$ cat config.mk
export PLATFORM = sky130hd
export DESIGN_NAME = edge_interrupt_inputs
export DESIGN_NICKNAME = d
export VERILOG_FILES = /design/src/common/edge_irq_pkg.sv /design/src/verilog/edge_interrupt_inputs.sv
export SDC_FILE = /design/constraint.sdc
export NUM_CORES = 2
export LEC_CHECK = 0
export ABC_AREA = 0
export ABC_CLOCK_PERIOD_IN_PS = 40900
export BUFFER_PORTS_ARGS = -buffer_cell sky130_fd_sc_hd__buf_4
export CAP_MARGIN = 5
export CORE_UTILIZATION = 35
export DETAILED_ROUTE_END_ITERATION = 10
export PLACE_DENSITY = 0.56
export RECOVER_POWER = 25
export SYNTH_ARGS = -nofsm -noshare
export SYNTH_HDL_FRONTEND = slang
export SYNTH_SLANG_ARGS = --single-unit
export TNS_END_PERCENT = 1
$ cat constraint.sdc
create_clock -name core_clk -period 40.9 [get_ports core_clk]
set_input_delay 2.045 -clock core_clk [delete_from_list [all_inputs] [get_ports core_clk]]
set_output_delay 2.045 -clock core_clk [all_outputs]
set_load 0.05 [all_outputs]
$ cat src/common/edge_irq_pkg.sv
// constants shared by the edge interrupt input block
// assumes a single 50 MHz core clock and a 32-bit classic Wishbone slave port
//
// Operation
// - every on-board digital input may act as an interrupt source
// - each input selects none, rising, falling or both edges
// - each channel keeps exactly one pending event until it is taken
// - further edges on a pending channel are dropped, without any indication
// - a 16-bit triggering module address accompanies each interrupt
// - a 32-bit indicator shows which inputs caused the interrupt
// - no diagnostic data is produced for standard inputs
// - input count and technology-capable count are per-variant parameters
// - a new input delay applies only after the old delay period expired
package edge_irq_pkg;

   // =========================================================
   // variant and identity
   localparam int          N_IN_DFLT     = 24;
   localparam int          N_TECH_DFLT   = 16;
   localparam logic [15:0] MOD_ADDR_DFLT = 16'h007c;

   // =========================================================
   // input delay timing
   localparam int CLK_MHZ     = 50;
   localparam int T_DLY0_US   = 100;
   localparam int T_DLY1_US   = 500;
   localparam int T_DLY2_US   = 3000;
   localparam int T_DLY3_US   = 15000;
   localparam int CNT_DLY0    = T_DLY0_US * CLK_MHZ;
   localparam int CNT_DLY1    = T_DLY1_US * CLK_MHZ;
   localparam int CNT_DLY2    = T_DLY2_US * CLK_MHZ;
   localparam int CNT_DLY3    = T_DLY3_US * CLK_MHZ;
   localparam int FCNT_W      = 20;

   typedef enum logic [1:0] {DLY_0P1, DLY_0P5, DLY_3, DLY_15} dly_sel_t;
   localparam dly_sel_t DLY_SEL_RST = DLY_3;

   // =========================================================
   // register offsets (byte addresses)
   localparam logic [7:0] OFF_RISE_EN  = 8'h00;
   localparam logic [7:0] OFF_FALL_EN  = 8'h04;
   localparam logic [7:0] OFF_DELAY    = 8'h08;
   localparam logic [7:0] OFF_PENDING  = 8'h0c;
   localparam logic [7:0] OFF_MOD_ADDR = 8'h10;
   localparam logic [7:0] OFF_INPUTS   = 8'h14;
   localparam logic [7:0] OFF_IRQ_STS  = 8'h18;
   localparam logic [7:0] OFF_IRQ_MASK = 8'h1c;

   // =========================================================
   // interrupt status layout and reset values
   localparam int         STS_W        = 2;
   localparam int         STS_EVT_BIT  = 0;
   localparam int         STS_DLY_BIT  = 1;
   localparam logic [1:0] MASK_RST     = 2'h0;

endpackage

$ cat src/verilog/edge_interrupt_inputs.sv
// edge interrupt inputs: filtered digital inputs raising per-channel events
// assumes field pins are asynchronous and a classic Wishbone master on core_clk
//
// The address map and register access over Wishbone were left to the implementer.
`timescale 1ns/1ps
module edge_interrupt_inputs
   import edge_irq_pkg::*;
#(
   parameter int          N_IN     = N_IN_DFLT,
   parameter int          N_TECH   = N_TECH_DFLT,
   parameter logic [15:0] MOD_ADDR = MOD_ADDR_DFLT,
   parameter int          DLY0_CYC = CNT_DLY0,
   parameter int          DLY1_CYC = CNT_DLY1,
   parameter int          DLY2_CYC = CNT_DLY2,
   parameter int          DLY3_CYC = CNT_DLY3
) (
   // clock and reset
   input  wire logic              core_clk,
   input  wire logic              sys_rst,
   // wishbone slave
   input  wire logic              wb_cyc_i,
   input  wire logic              wb_stb_i,
   input  wire logic              wb_we_i,
   input  wire logic [7:0]        wb_adr_i,
   input  wire logic [3:0]        wb_sel_i,
   input  wire logic [31:0]       wb_dat_i,
   output logic      [31:0]       wb_dat_o,
   output logic                   wb_ack_o,
   // field pins
   input  wire logic [N_IN-1:0]   digital_input_channel,
   // interrupt and start information, technology input levels
   output logic                   irq,
   output logic                   process_interrupt_flag,
   output logic      [15:0]       triggering_module_address,
   output logic      [31:0]       triggering_input_indicator,
   output logic      [N_TECH-1:0] tech_input
);

   // =========================================================
   // state
   logic [N_IN-1:0]   sync1_r;
   logic [N_IN-1:0]   sync2_r;
   logic [N_IN-1:0]   filt_r;
   logic [N_IN-1:0]   prev_r;
   logic [N_IN-1:0]   rise_en_r;
   logic [N_IN-1:0]   fall_en_r;
   logic [N_IN-1:0]   pend_r;
   dly_sel_t          req_sel_r;
   dly_sel_t          act_sel_r;
   logic [FCNT_W-1:0] win_cnt_r;
   logic [STS_W-1:0]  sts_r;
   logic [STS_W-1:0]  mask_r;
   logic              ack_r;
   logic [31:0]       rdat_r;

   // =========================================================
   // bus decode
   wire               req      = wb_cyc_i & wb_stb_i & ~ack_r;
   wire               wr       = req & wb_we_i;
   wire               rd       = req & ~wb_we_i;
   wire               hit_rise = wb_adr_i == OFF_RISE_EN;
   wire               hit_fall = wb_adr_i == OFF_FALL_EN;
   wire               hit_dly  = wb_adr_i == OFF_DELAY;
   wire               hit_pend = wb_adr_i == OFF_PENDING;
   wire               hit_mod  = wb_adr_i == OFF_MOD_ADDR;
   wire               hit_in   = wb_adr_i == OFF_INPUTS;
   wire               hit_sts  = wb_adr_i == OFF_IRQ_STS;
   wire               hit_mask = wb_adr_i == OFF_IRQ_MASK;
   wire [31:0]        be32     = {{8{wb_sel_i[3]}}, {8{wb_sel_i[2]}},
                                  {8{wb_sel_i[1]}}, {8{wb_sel_i[0]}}};
   wire [31:0]        wdat_m   = wb_dat_i & be32;
   wire [N_IN-1:0]    be_n     = be32[N_IN-1:0];
   wire [N_IN-1:0]    wdat_n   = wdat_m[N_IN-1:0];

   wire [N_IN-1:0]    rise_en_nxt = (wr & hit_rise) ? ((rise_en_r & ~be_n) | wdat_n) : rise_en_r;
   wire [N_IN-1:0]    fall_en_nxt = (wr & hit_fall) ? ((fall_en_r & ~be_n) | wdat_n) : fall_en_r;
   wire               dly_wr      = wr & hit_dly & wb_sel_i[0];
   wire               mask_wr     = wr & hit_mask & wb_sel_i[0];

   // =========================================================
   // delay window: old period ends before new one takes over
   wire [FCNT_W-1:0]  lim_w = (act_sel_r == DLY_0P1) ? FCNT_W'(DLY0_CYC) :
                              (act_sel_r == DLY_0P5) ? FCNT_W'(DLY1_CYC) :
                              (act_sel_r == DLY_3)   ? FCNT_W'(DLY2_CYC) :
                                                       FCNT_W'(DLY3_CYC);
   wire [FCNT_W-1:0]  lim_m1   = lim_w - FCNT_W'(1);
   wire               win_done = win_cnt_r >= lim_m1;
   wire               dly_evt  = win_done & (req_sel_r != act_sel_r);

   // =========================================================
   // edge capture
   // rising, falling or both per input
   wire [N_IN-1:0]    edge_v = (filt_r & ~prev_r & rise_en_r) | (~filt_r & prev_r & fall_en_r);
   wire [N_IN-1:0]    ack_vec = (wr & hit_pend) ? wdat_n : '0;
   wire [N_IN-1:0]    keep_v  = pend_r & ~ack_vec;
   // edges on a held channel vanish
   wire [N_IN-1:0]    pend_nxt = keep_v | edge_v;
   wire               new_evt  = |(edge_v & ~keep_v);
   wire [STS_W-1:0]   sts_set  = {dly_evt, new_evt};
   // read clears, but a new event in that cycle still lands
   wire [STS_W-1:0]   sts_nxt  = ((rd & hit_sts) ? '0 : sts_r) | sts_set;

   // =========================================================
   // read mux; no diagnostic register, unmapped reads zero
   wire [31:0]        rdat_w = hit_rise ? 32'(rise_en_r) :
                               hit_fall ? 32'(fall_en_r) :
                               hit_dly  ? {26'h0, act_sel_r, 2'h0, req_sel_r} :
                               hit_pend ? 32'(pend_r) :
                               hit_mod  ? {16'h0, MOD_ADDR} :
                               hit_in   ? 32'(filt_r) :
                               hit_sts  ? 32'(sts_r) :
                               hit_mask ? 32'(mask_r) : 32'h0;

   // =========================================================
   // registers
   always_ff @(posedge core_clk or posedge sys_rst) begin
      if (sys_rst) begin
         sync1_r <= '0;
         sync2_r <= '0;
      end else begin
         sync1_r <= digital_input_channel;
         sync2_r <= sync1_r;
      end
   end

   always_ff @(posedge core_clk or posedge sys_rst) begin
      if (sys_rst) begin
         rise_en_r <= '0;
         fall_en_r <= '0;
         mask_r    <= MASK_RST;
         req_sel_r <= DLY_SEL_RST;
      end else begin
         rise_en_r <= rise_en_nxt;
         fall_en_r <= fall_en_nxt;
         if (mask_wr) begin
            mask_r <= wb_dat_i[STS_W-1:0];
         end
         if (dly_wr) begin
            req_sel_r <= dly_sel_t'(wb_dat_i[1:0]);
         end
      end
   end

   always_ff @(posedge core_clk or posedge sys_rst) begin
      if (sys_rst) begin
         act_sel_r <= DLY_SEL_RST;
         win_cnt_r <= '0;
      end else if (win_done) begin
         act_sel_r <= req_sel_r;
         win_cnt_r <= '0;
      end else begin
         win_cnt_r <= win_cnt_r + FCNT_W'(1);
      end
   end

   always_ff @(posedge core_clk or posedge sys_rst) begin
      if (sys_rst) begin
         prev_r <= '0;
         pend_r <= '0;
         sts_r  <= '0;
      end else begin
         prev_r <= filt_r;
         pend_r <= pend_nxt;
         sts_r  <= sts_nxt;
      end
   end

   always_ff @(posedge core_clk or posedge sys_rst) begin
      if (sys_rst) begin
         ack_r  <= 1'b0;
         rdat_r <= 32'h0;
      end else begin
         ack_r  <= req;
         if (rd) begin
            rdat_r <= rdat_w;
         end
      end
   end

   // =========================================================
   // every input gets its own filter and can raise events
   // a pin must stay at its new level for a whole delay before it is seen
   for (genvar i = 0; i < N_IN; i++) begin : g_ch
      logic [FCNT_W-1:0] cnt_r;
      wire               diff = sync2_r[i] ^ filt_r[i];
      always_ff @(posedge core_clk or posedge sys_rst) begin
         if (sys_rst) begin
            cnt_r     <= '0;
            filt_r[i] <= 1'b0;
         end else if (!diff) begin
            cnt_r     <= '0;
         end else if (cnt_r >= lim_m1) begin
            cnt_r     <= '0;
            filt_r[i] <= sync2_r[i];
         end else begin
            cnt_r     <= cnt_r + FCNT_W'(1);
         end
      end
   end

   // =========================================================
   // outputs
   assign wb_ack_o = ack_r;
   assign wb_dat_o = rdat_r;
   assign irq      = |(sts_r & mask_r);
   assign process_interrupt_flag = |pend_r;
   assign triggering_module_address = MOD_ADDR;
   assign triggering_input_indicator = 32'(pend_r);
   // low inputs shared with technology functions
   assign tech_input = filt_r[N_TECH-1:0];

   // =========================================================
   // assertions
   localparam int ACK_MIN = 1;
   localparam int ACK_MAX = 1;

   property p_ack_resp;
      @(posedge core_clk) disable iff (sys_rst)
      (wb_cyc_i && wb_stb_i && !wb_ack_o) |-> ##[ACK_MIN:ACK_MAX] wb_ack_o;
   endproperty

   AST_ACK_RESP: assert property (p_ack_resp)
      else $error("request not acknowledged in one cycle");

   AST_ACK_PULSE: assert property (@(posedge core_clk) disable iff (sys_rst)
      wb_ack_o |=> !wb_ack_o)
      else $error("ack held longer than one cycle");

   AST_PEND_HOLD: assert property (@(posedge core_clk) disable iff (sys_rst)
      1'b1 |=> ((pend_r & $past(keep_v)) == $past(keep_v)))
      else $error("pending event lost without acknowledge");

   AST_PEND_SET: assert property (@(posedge core_clk) disable iff (sys_rst)
      (edge_v != '0) |=> ((pend_r & $past(edge_v)) == $past(edge_v)) && process_interrupt_flag)
      else $error("edge not captured as pending");

   AST_NO_SPUR: assert property (@(posedge core_clk) disable iff (sys_rst)
      1'b1 |=> ((pend_r & ~$past(pend_r) & ~$past(edge_v)) == '0))
      else $error("pending set without an edge");

   AST_NO_EDGE_OFF: assert property (@(posedge core_clk) disable iff (sys_rst)
      ((rise_en_r | fall_en_r) == '0) |-> (edge_v == '0))
      else $error("edge reported on a disabled input");

   AST_DROP_QUIET: assert property (@(posedge core_clk) disable iff (sys_rst)
      ((edge_v & ~keep_v) == '0) |=> !sts_r[STS_EVT_BIT] || $past(sts_r[STS_EVT_BIT]))
      else $error("dropped edge raised an indication");

   AST_DLY_SWITCH: assert property (@(posedge core_clk) disable iff (sys_rst)
      (act_sel_r != $past(act_sel_r)) |-> $past(win_done))
      else $error("delay changed before window end");

   AST_MOD_ADDR: assert property (@(posedge core_clk) disable iff (sys_rst)
      (rd && hit_mod) |=> wb_ack_o && (wb_dat_o == {16'h0, MOD_ADDR}))
      else $error("module address read wrong");

   AST_INDICATOR: assert property (@(posedge core_clk) disable iff (sys_rst)
      (edge_v != '0) |=> (triggering_input_indicator != 32'h0))
      else $error("indicator empty after an edge");

   COV_EVENT: cover property (@(posedge core_clk) disable iff (sys_rst)
      new_evt ##1 irq);
   COV_DROP: cover property (@(posedge core_clk) disable iff (sys_rst)
      ((edge_v & pend_r) != '0));
   COV_DELAY: cover property (@(posedge core_clk) disable iff (sys_rst)
      dly_evt);
   COV_ACK: cover property (@(posedge core_clk) disable iff (sys_rst)
      (ack_vec & pend_r) != '0);

endmodule
== Yosys cells after proc, flatten, opt, wreduce, memory -nomap -nowiden ==
Cells that the tools add are included.
Widths: inputs -> output; s select.

* Register bits: 709
* Bits of input ports: 73
* Logic and storage cells: 272

* Add/sub/neg operators: 26
* $lt $le $gt $ge: 25
* Eq/ne operators: 10
* Muxes and demuxes: 62
* Bitwise gates (word level): 59
* Reduce and logical (&&, ||, !) cells: 29

{| class="wikitable"
|+ Operator list
! cell !! count
|-
| $mux 20 || 52
|-
| $add 20x1->20 const B || 25
|-
| $ge 20x20->1 || 25
|-
| $and 24x24->24 || 9
|-
| $mux 24 || 7
|-
| $not 24->24 || 5
|-
| $or 24x24->24 || 4
|-
| $reduce_and 2->1 || 24
|-
| $reduce_or 24->1 || 2
|-
| $eq 8x5->1 const B || 4
|-
| $xor 1x1->1 || 24
|-
| $sub 20x1->20 const B || 1
|-
| $eq 8x4->1 const B || 2
|-
| $and 1x1->1 || 13
|-
| $eq 8x3->1 const B || 1
|-
| $logic_not 8->1 || 1
|-
| $mux 2 || 3
|-
| $and 2x2->2 || 1
|-
| $eq 2x1->1 const B || 1
|-
| $eq 2x2->1 const B || 1
|-
| $logic_not 2->1 || 1
|-
| $ne 2x2->1 || 1
|-
| $not 1->1 || 2
|-
| $or 2x2->2 || 1
|-
| $reduce_or 2->1 || 1
|}

== Longest topological paths before layout ==
* Depth after elaboration: 11
* Depth in mapped cells: 15
* Depth with buffers taken out: 11

== Worst setup path before layout ==
No wires, ideal clock.

* Kind: reg-to-reg
* Start: register act_sel_r[1]
* End: register g_ch[0].cnt_r[6]
* Arrival time: 5016 ps
* Required time: 40826 ps
* Setup slack: 35810 ps
* Cell stages (with the launch flop): 16
* Path buffers: 4
* Clock period less this slack: 5090 ps
* Cells stage by stage: dfstp_2 inv_1 ha_1 buf_4 buf_2 buf_2 xor2_1 nand2b_1 ha_1 a21oi_1 a21oi_1 o311a_1 o21ai_0 nand3_1 clkbuf_1 nor2b_1

* Cells in the longest elaborated chain, start to end: 8
* Elaborated cells on any way between the ends: 10
* Those cells by class: 1 x add/sub; 1 x order compare; 2 x eq/ne; 5 x mux; 1 x reduce/logical

{| class="wikitable"
|+ RTL lines
! what !! RTL line !! RTL
|-
| start: declaration || edge_interrupt_inputs.sv:49 || <nowiki>dly_sel_t act_sel_r;</nowiki>
|-
| start signal: assignment || edge_interrupt_inputs.sv:149 || <nowiki>act_sel_r <= req_sel_r;</nowiki>
|-
| $eq 2x2->1 || edge_interrupt_inputs.sv:84 || <nowiki>(act_sel_r == DLY_3) ? FCNT_W'(DLY2_CYC) :</nowiki>
|-
| $mux 20 || edge_interrupt_inputs.sv:84 ||
|-
| $mux 20 || edge_interrupt_inputs.sv:83 || <nowiki>(act_sel_r == DLY_0P5) ? FCNT_W'(DLY1_CYC) :</nowiki>
|-
| $mux 20 (*) || edge_interrupt_inputs.sv:82 || <nowiki>wire [FCNT_W-1:0] lim_w = (act_sel_r == DLY_0P1) ? FCNT_W'(DLY0_CYC) :</nowiki>
|-
| $sub 20x1->20 (*) || edge_interrupt_inputs.sv:86 || <nowiki>wire [FCNT_W-1:0] lim_m1 = lim_w - FCNT_W'(1);</nowiki>
|-
| $ge 20x20->1 (*) || edge_interrupt_inputs.sv:192 || <nowiki>end else if (cnt_r >= lim_m1) begin</nowiki>
|-
| $mux 20 (*) || edge_interrupt_inputs.sv:192 ||
|-
| $mux 20 (*) || edge_interrupt_inputs.sv:190 || <nowiki>end else if (!diff) begin</nowiki>
|-
| end signal: assignment || edge_interrupt_inputs.sv:196 || <nowiki>cnt_r <= cnt_r + FCNT_W'(1);</nowiki>
|-
| end: declaration || edge_interrupt_inputs.sv:184 || <nowiki>logic [FCNT_W-1:0] cnt_r;</nowiki>
|}

Every way passes the cells marked *; elsewhere a longest branch is shown, timed or not.
A chain may end at the register's enable or synchronous reset.

==> results.json <==
{
  "outcome": "finished with violations",
  "violations": "capacitance limit, slew limit",
  "ir_worst_vdd_mv": 0.0266,
  "dp_worst_setup_slack_ns": 35.27,
  "vias": 29543,
  "cts_tree": "built",
  "critPathBufInv": 3,
  "io_pins": 172,
  "slowest_stage": "clkbuf_1",
  "die_y_um": 338,
  "wirelength_mm": 104,
  "setup_violations": 0,
  "final_util_pct": 40.4,
  "drc_errors": 0,
  "synthArstFlopShare_pct": 100,
  "ys_seq_area_share_pct": 44.5,
  "crit_family": "buffers and inverters",
  "clkTransAtPathRegs_ns": 0.06,
  "setup_slack_ns": 29.18,
  "min_period_ns": 11.72,
  "synth_warnings": 0,
  "synth-main-ff-cell": "dfrtp_1",
  "ant_nets": 0,
  "cts_max_path_buffers": 3,
  "areaGrowthSynthToFinish_pct": 13.8,
  "grt_pass1_vias": 28610,
  "synthCells": 3959,
  "post-cts-setup-buffer-count": 0,
  "start_util_pct": 35.5,
  "place_hpwl_mm": 69.9,
  "cts_root_buf": "clkbuf_16",
  "post-route-period-util_pct": 28.7,
  "p_leak_nw": 20.0,
  "grt-ovfl-total": 0,
  "place.gp.congestion": 0.839,
  "grt_max_degree": 156,
  "maxCapViolCount": 4,
  "slew_violations": 364,
  "synth.cell_area_mm2": 0.0394,
  "io_buffers": 130,
  "cp.arrival_ns": 10.40,
  "dp_cells": 5517,
  "crit_path_end_kind": "asynchronous set/reset pin",
  "clock-sinks": 701,
  "postCtsHoldBufs": 0,
  "worstMarginPinSlew_ns": 8.29,
  "grt_first_pass_wirelength_mm": 165,
  "dieArea_mm2": 0.114,
  "post_cts_resized": 0,
  "dr.pass1.iters": 5,
  "worst-setup-path-type": "in -> async",
  "core_area_mm2": 0.111,
  "rsz0062_at_grt": "no",
  "power.density_mw_per_mm2": 35.4,
  "hold_viol": 0,
  "wl_per_cell_um": 18.3,
  "slew-limit-headroom_pct": -453,
  "synth_cell_types": 64,
  "final_cells": 5675,
  "hp-class": "reg -> reg",
  "cts.htree.levels": 3,
  "worstSkewPairLatency_ns": 0.68,
  "die_w_um": 338,
  "finalClockSkew_ns": 0.0366,
  "drive_above_1_share_pct": 9.80,
  "critical_path.cell_chain": "clkbuf_4 -> clkinvlp_2 -> clkbuf_1",
  "synth-edff-count": 0,
  "numCtsBuffers": 84,
  "power.total_mw": 1.59,
  "nets": 4519,
  "vias_per_cell": 5.21,
  "drtIter0Drc": 1998,
  "gr-usage-all-layers_pct": 18.5,
  "std_cell_rows": 122,
  "ys_seq_elements": 701,
  "crit_path_start_kind": "input pin",
  "critical_path.max_fanout": 155,
  "antenna_found_initial": 9,
  "crit_required_ns": 39.58,
  "fin_tns_setup_ns": 0,
  "avgSynthCellArea_um2": 9.96,
  "fmax_mhz": 85.3,
  "crit_path_max_incr_delay_ns": 5.92
}
[sequential cells by signal (all words and copies together), names as in the netlist, named ones only]
name / flops
g_ch.cnt_r: 480
pend_r: 24
prev_r: 24
sync1_r: 24
sync2_r: 24
wb_dat_o: 24
win_cnt_r: 20
tech_input: 16
filt_r: 8
act_sel_r: 2
mask_r: 2
req_sel_r: 2
sts_r: 2
wb_ack_o: 1
[per-stage QoR]
| stage | area [µm²] | hold WS (ns) |
|---|---|---|
| after global routing | 44800 | 0.326 |
| final | 44900 | 0.329 |
| after CTS | 44900 | 0.328 |
| after global placement | 42000 | 0.332 |
| after detailed placement | 42000 | 0.335 |
| after floorplan | 39600 | 0.331 |
[cell usage after synthesis (7+ instances only)]
cell type    n  area share, %
a211oi_1    26           0.50
xnor2_1    194            4.3
nor2b_1      9           0.14
o211ai_1    25           0.48
o21a_1       7           0.13
dfrtp_1    699             44
a221oi_1    19           0.42
a221o_1      9           0.23
nand3_1    240            3.0
o21ai_0     64           0.81
nand4b_1    25           0.56
nand4_1    105            1.7
nor2_1     455            4.3
nor3b_1     16           0.30
nand2b_1    33           0.52
xor2_1     306            6.8
nand2_1    283            2.7
a31oi_1     15           0.24
a22oi_1      8           0.15
o211a_1     10           0.25
nor4_1      16           0.25
nand3b_1     7           0.13
and2_1      39           0.62
o311a_1     10           0.25
and3_1      93            1.5
a311o_1     12           0.30
buf_4       57            1.1
o22a_1      12           0.27
inv_1       70           0.67
a21bo_2     11           0.28
nor3_1     238            3.0
clkbuf_1    58           0.55
and4_1      51            1.1
ha_1       331             11
a22o_1      21           0.47
a211o_1     51            1.1
mux2_2      66            1.9
o22ai_1     12           0.19
a21oi_1    158            2.0
buf_2       47           0.60
[kinds of logic (layout without fill, tap and decap cells)]
logic type / Yosys count / after routing / share of synthesized area, %
xor+xnor: 500 / 500 / 11.1
compound gates: 494 / 494 / 8.62
fa+ha+maj: 331 / 331 / 10.5
buf+inv: 233 / 402 / 2.91
other cells: 2 / 61 / 0.0191
mux: 66 / 66 / 1.89
simple gates: 1632 / 1632 / 20.4
flops: 701 / 701 / 44.5
[power breakdown]
part	leakage [nW]	internal (mW)	switching (mW)	total, mW
sequential	9.35	0.707	0.0134	0.721
clock	1.42	0.474	0.310	0.784
combinational	9.25	0.0223	0.0630	0.0853
[path summary, 6_finish.rpt]
kind | startpoint | to | slack (ns) | cells after the start
worst min-delay path | sync1_r[6]$_DFF_PP0_ | sync2_r[6]$_DFF_PP0_ | 0.33 | 0
max in group core_clk | act_sel_r[1]$_DFFE_PP1N_ | tech_input[1]$_DFFE_PP0P_ | 35.38 | 14
worst max register to register | act_sel_r[1]$_DFFE_PP1N_ | tech_input[1]$_DFFE_PP0P_ | 35.38 | 14
worst min register to register | sync1_r[6]$_DFF_PP0_ | sync2_r[6]$_DFF_PP0_ | 0.33 | 0
min in group asynchronous | sys_rst | g_ch[4].cnt_r[15]$_DFF_PP0_ | 2.50 | 2
worst max-delay path | sys_rst | wb_dat_o[15]$_DFFE_PP0P_ | 29.18 | 3
[cells in the final DEF (no fill, tap or decap), types with 26 or more instances in the layout]
master     Yosys  routed
a211oi_1      26      26
xnor2_1      194     194
nor3_1       238     237
xor2_1       306     306
a21oi_1      158     157
and2_1        39      39
buf_4         57     147
inv_1         70      64
nand3_1      240     240
dfrtp_1      699     699
clkbuf_16      0      87
ha_1         331     329
mux2_2        66      66
a211o_1       51      51
nor2_1       455     454
conb_1         2      57
nand4_1      105     105
and4_1        51      51
nand2b_1      33      32
and3_1        93      92
nand2_1      283     282
o21ai_0       64      65
[area by class of cell]
class	instances	area (µm²)
well taps	1488	1860
flip-flops and latches	701	17500
diodes	4	10.0
clock inverters	36	453
fillers	10968	66300
multi-input cells	3080	21000
repair buffers	178	1300
clock buffers	118	2440
inverters	70	268
[per-layer routing]
metal	wire length [µm]	GRT usage, %	vias up
met5	64	0	-
met1	52000	27.7	14475
li1	-	-	14375
met3	6500	3.71	128
met4	1840	4.43	10
met2	43500	26.9	555
[worst register-to-register path: stages, from the launching register on]
cell,delay [ns]
dfstp_2,0.42
inv_4,0.40
buf_4,0.72
ha_4,0.46
xor2_1,0.21
nand2b_2,0.52
buf_4,0.49
ha_1,0.36
nand2_1,0.05
o21ai_0,0.19
a41oi_1,0.16
a311o_1,0.31
a21oi_1,0.67
buf_4,0.32
o211ai_1,0.11
(Power assumes the default switching activity.)
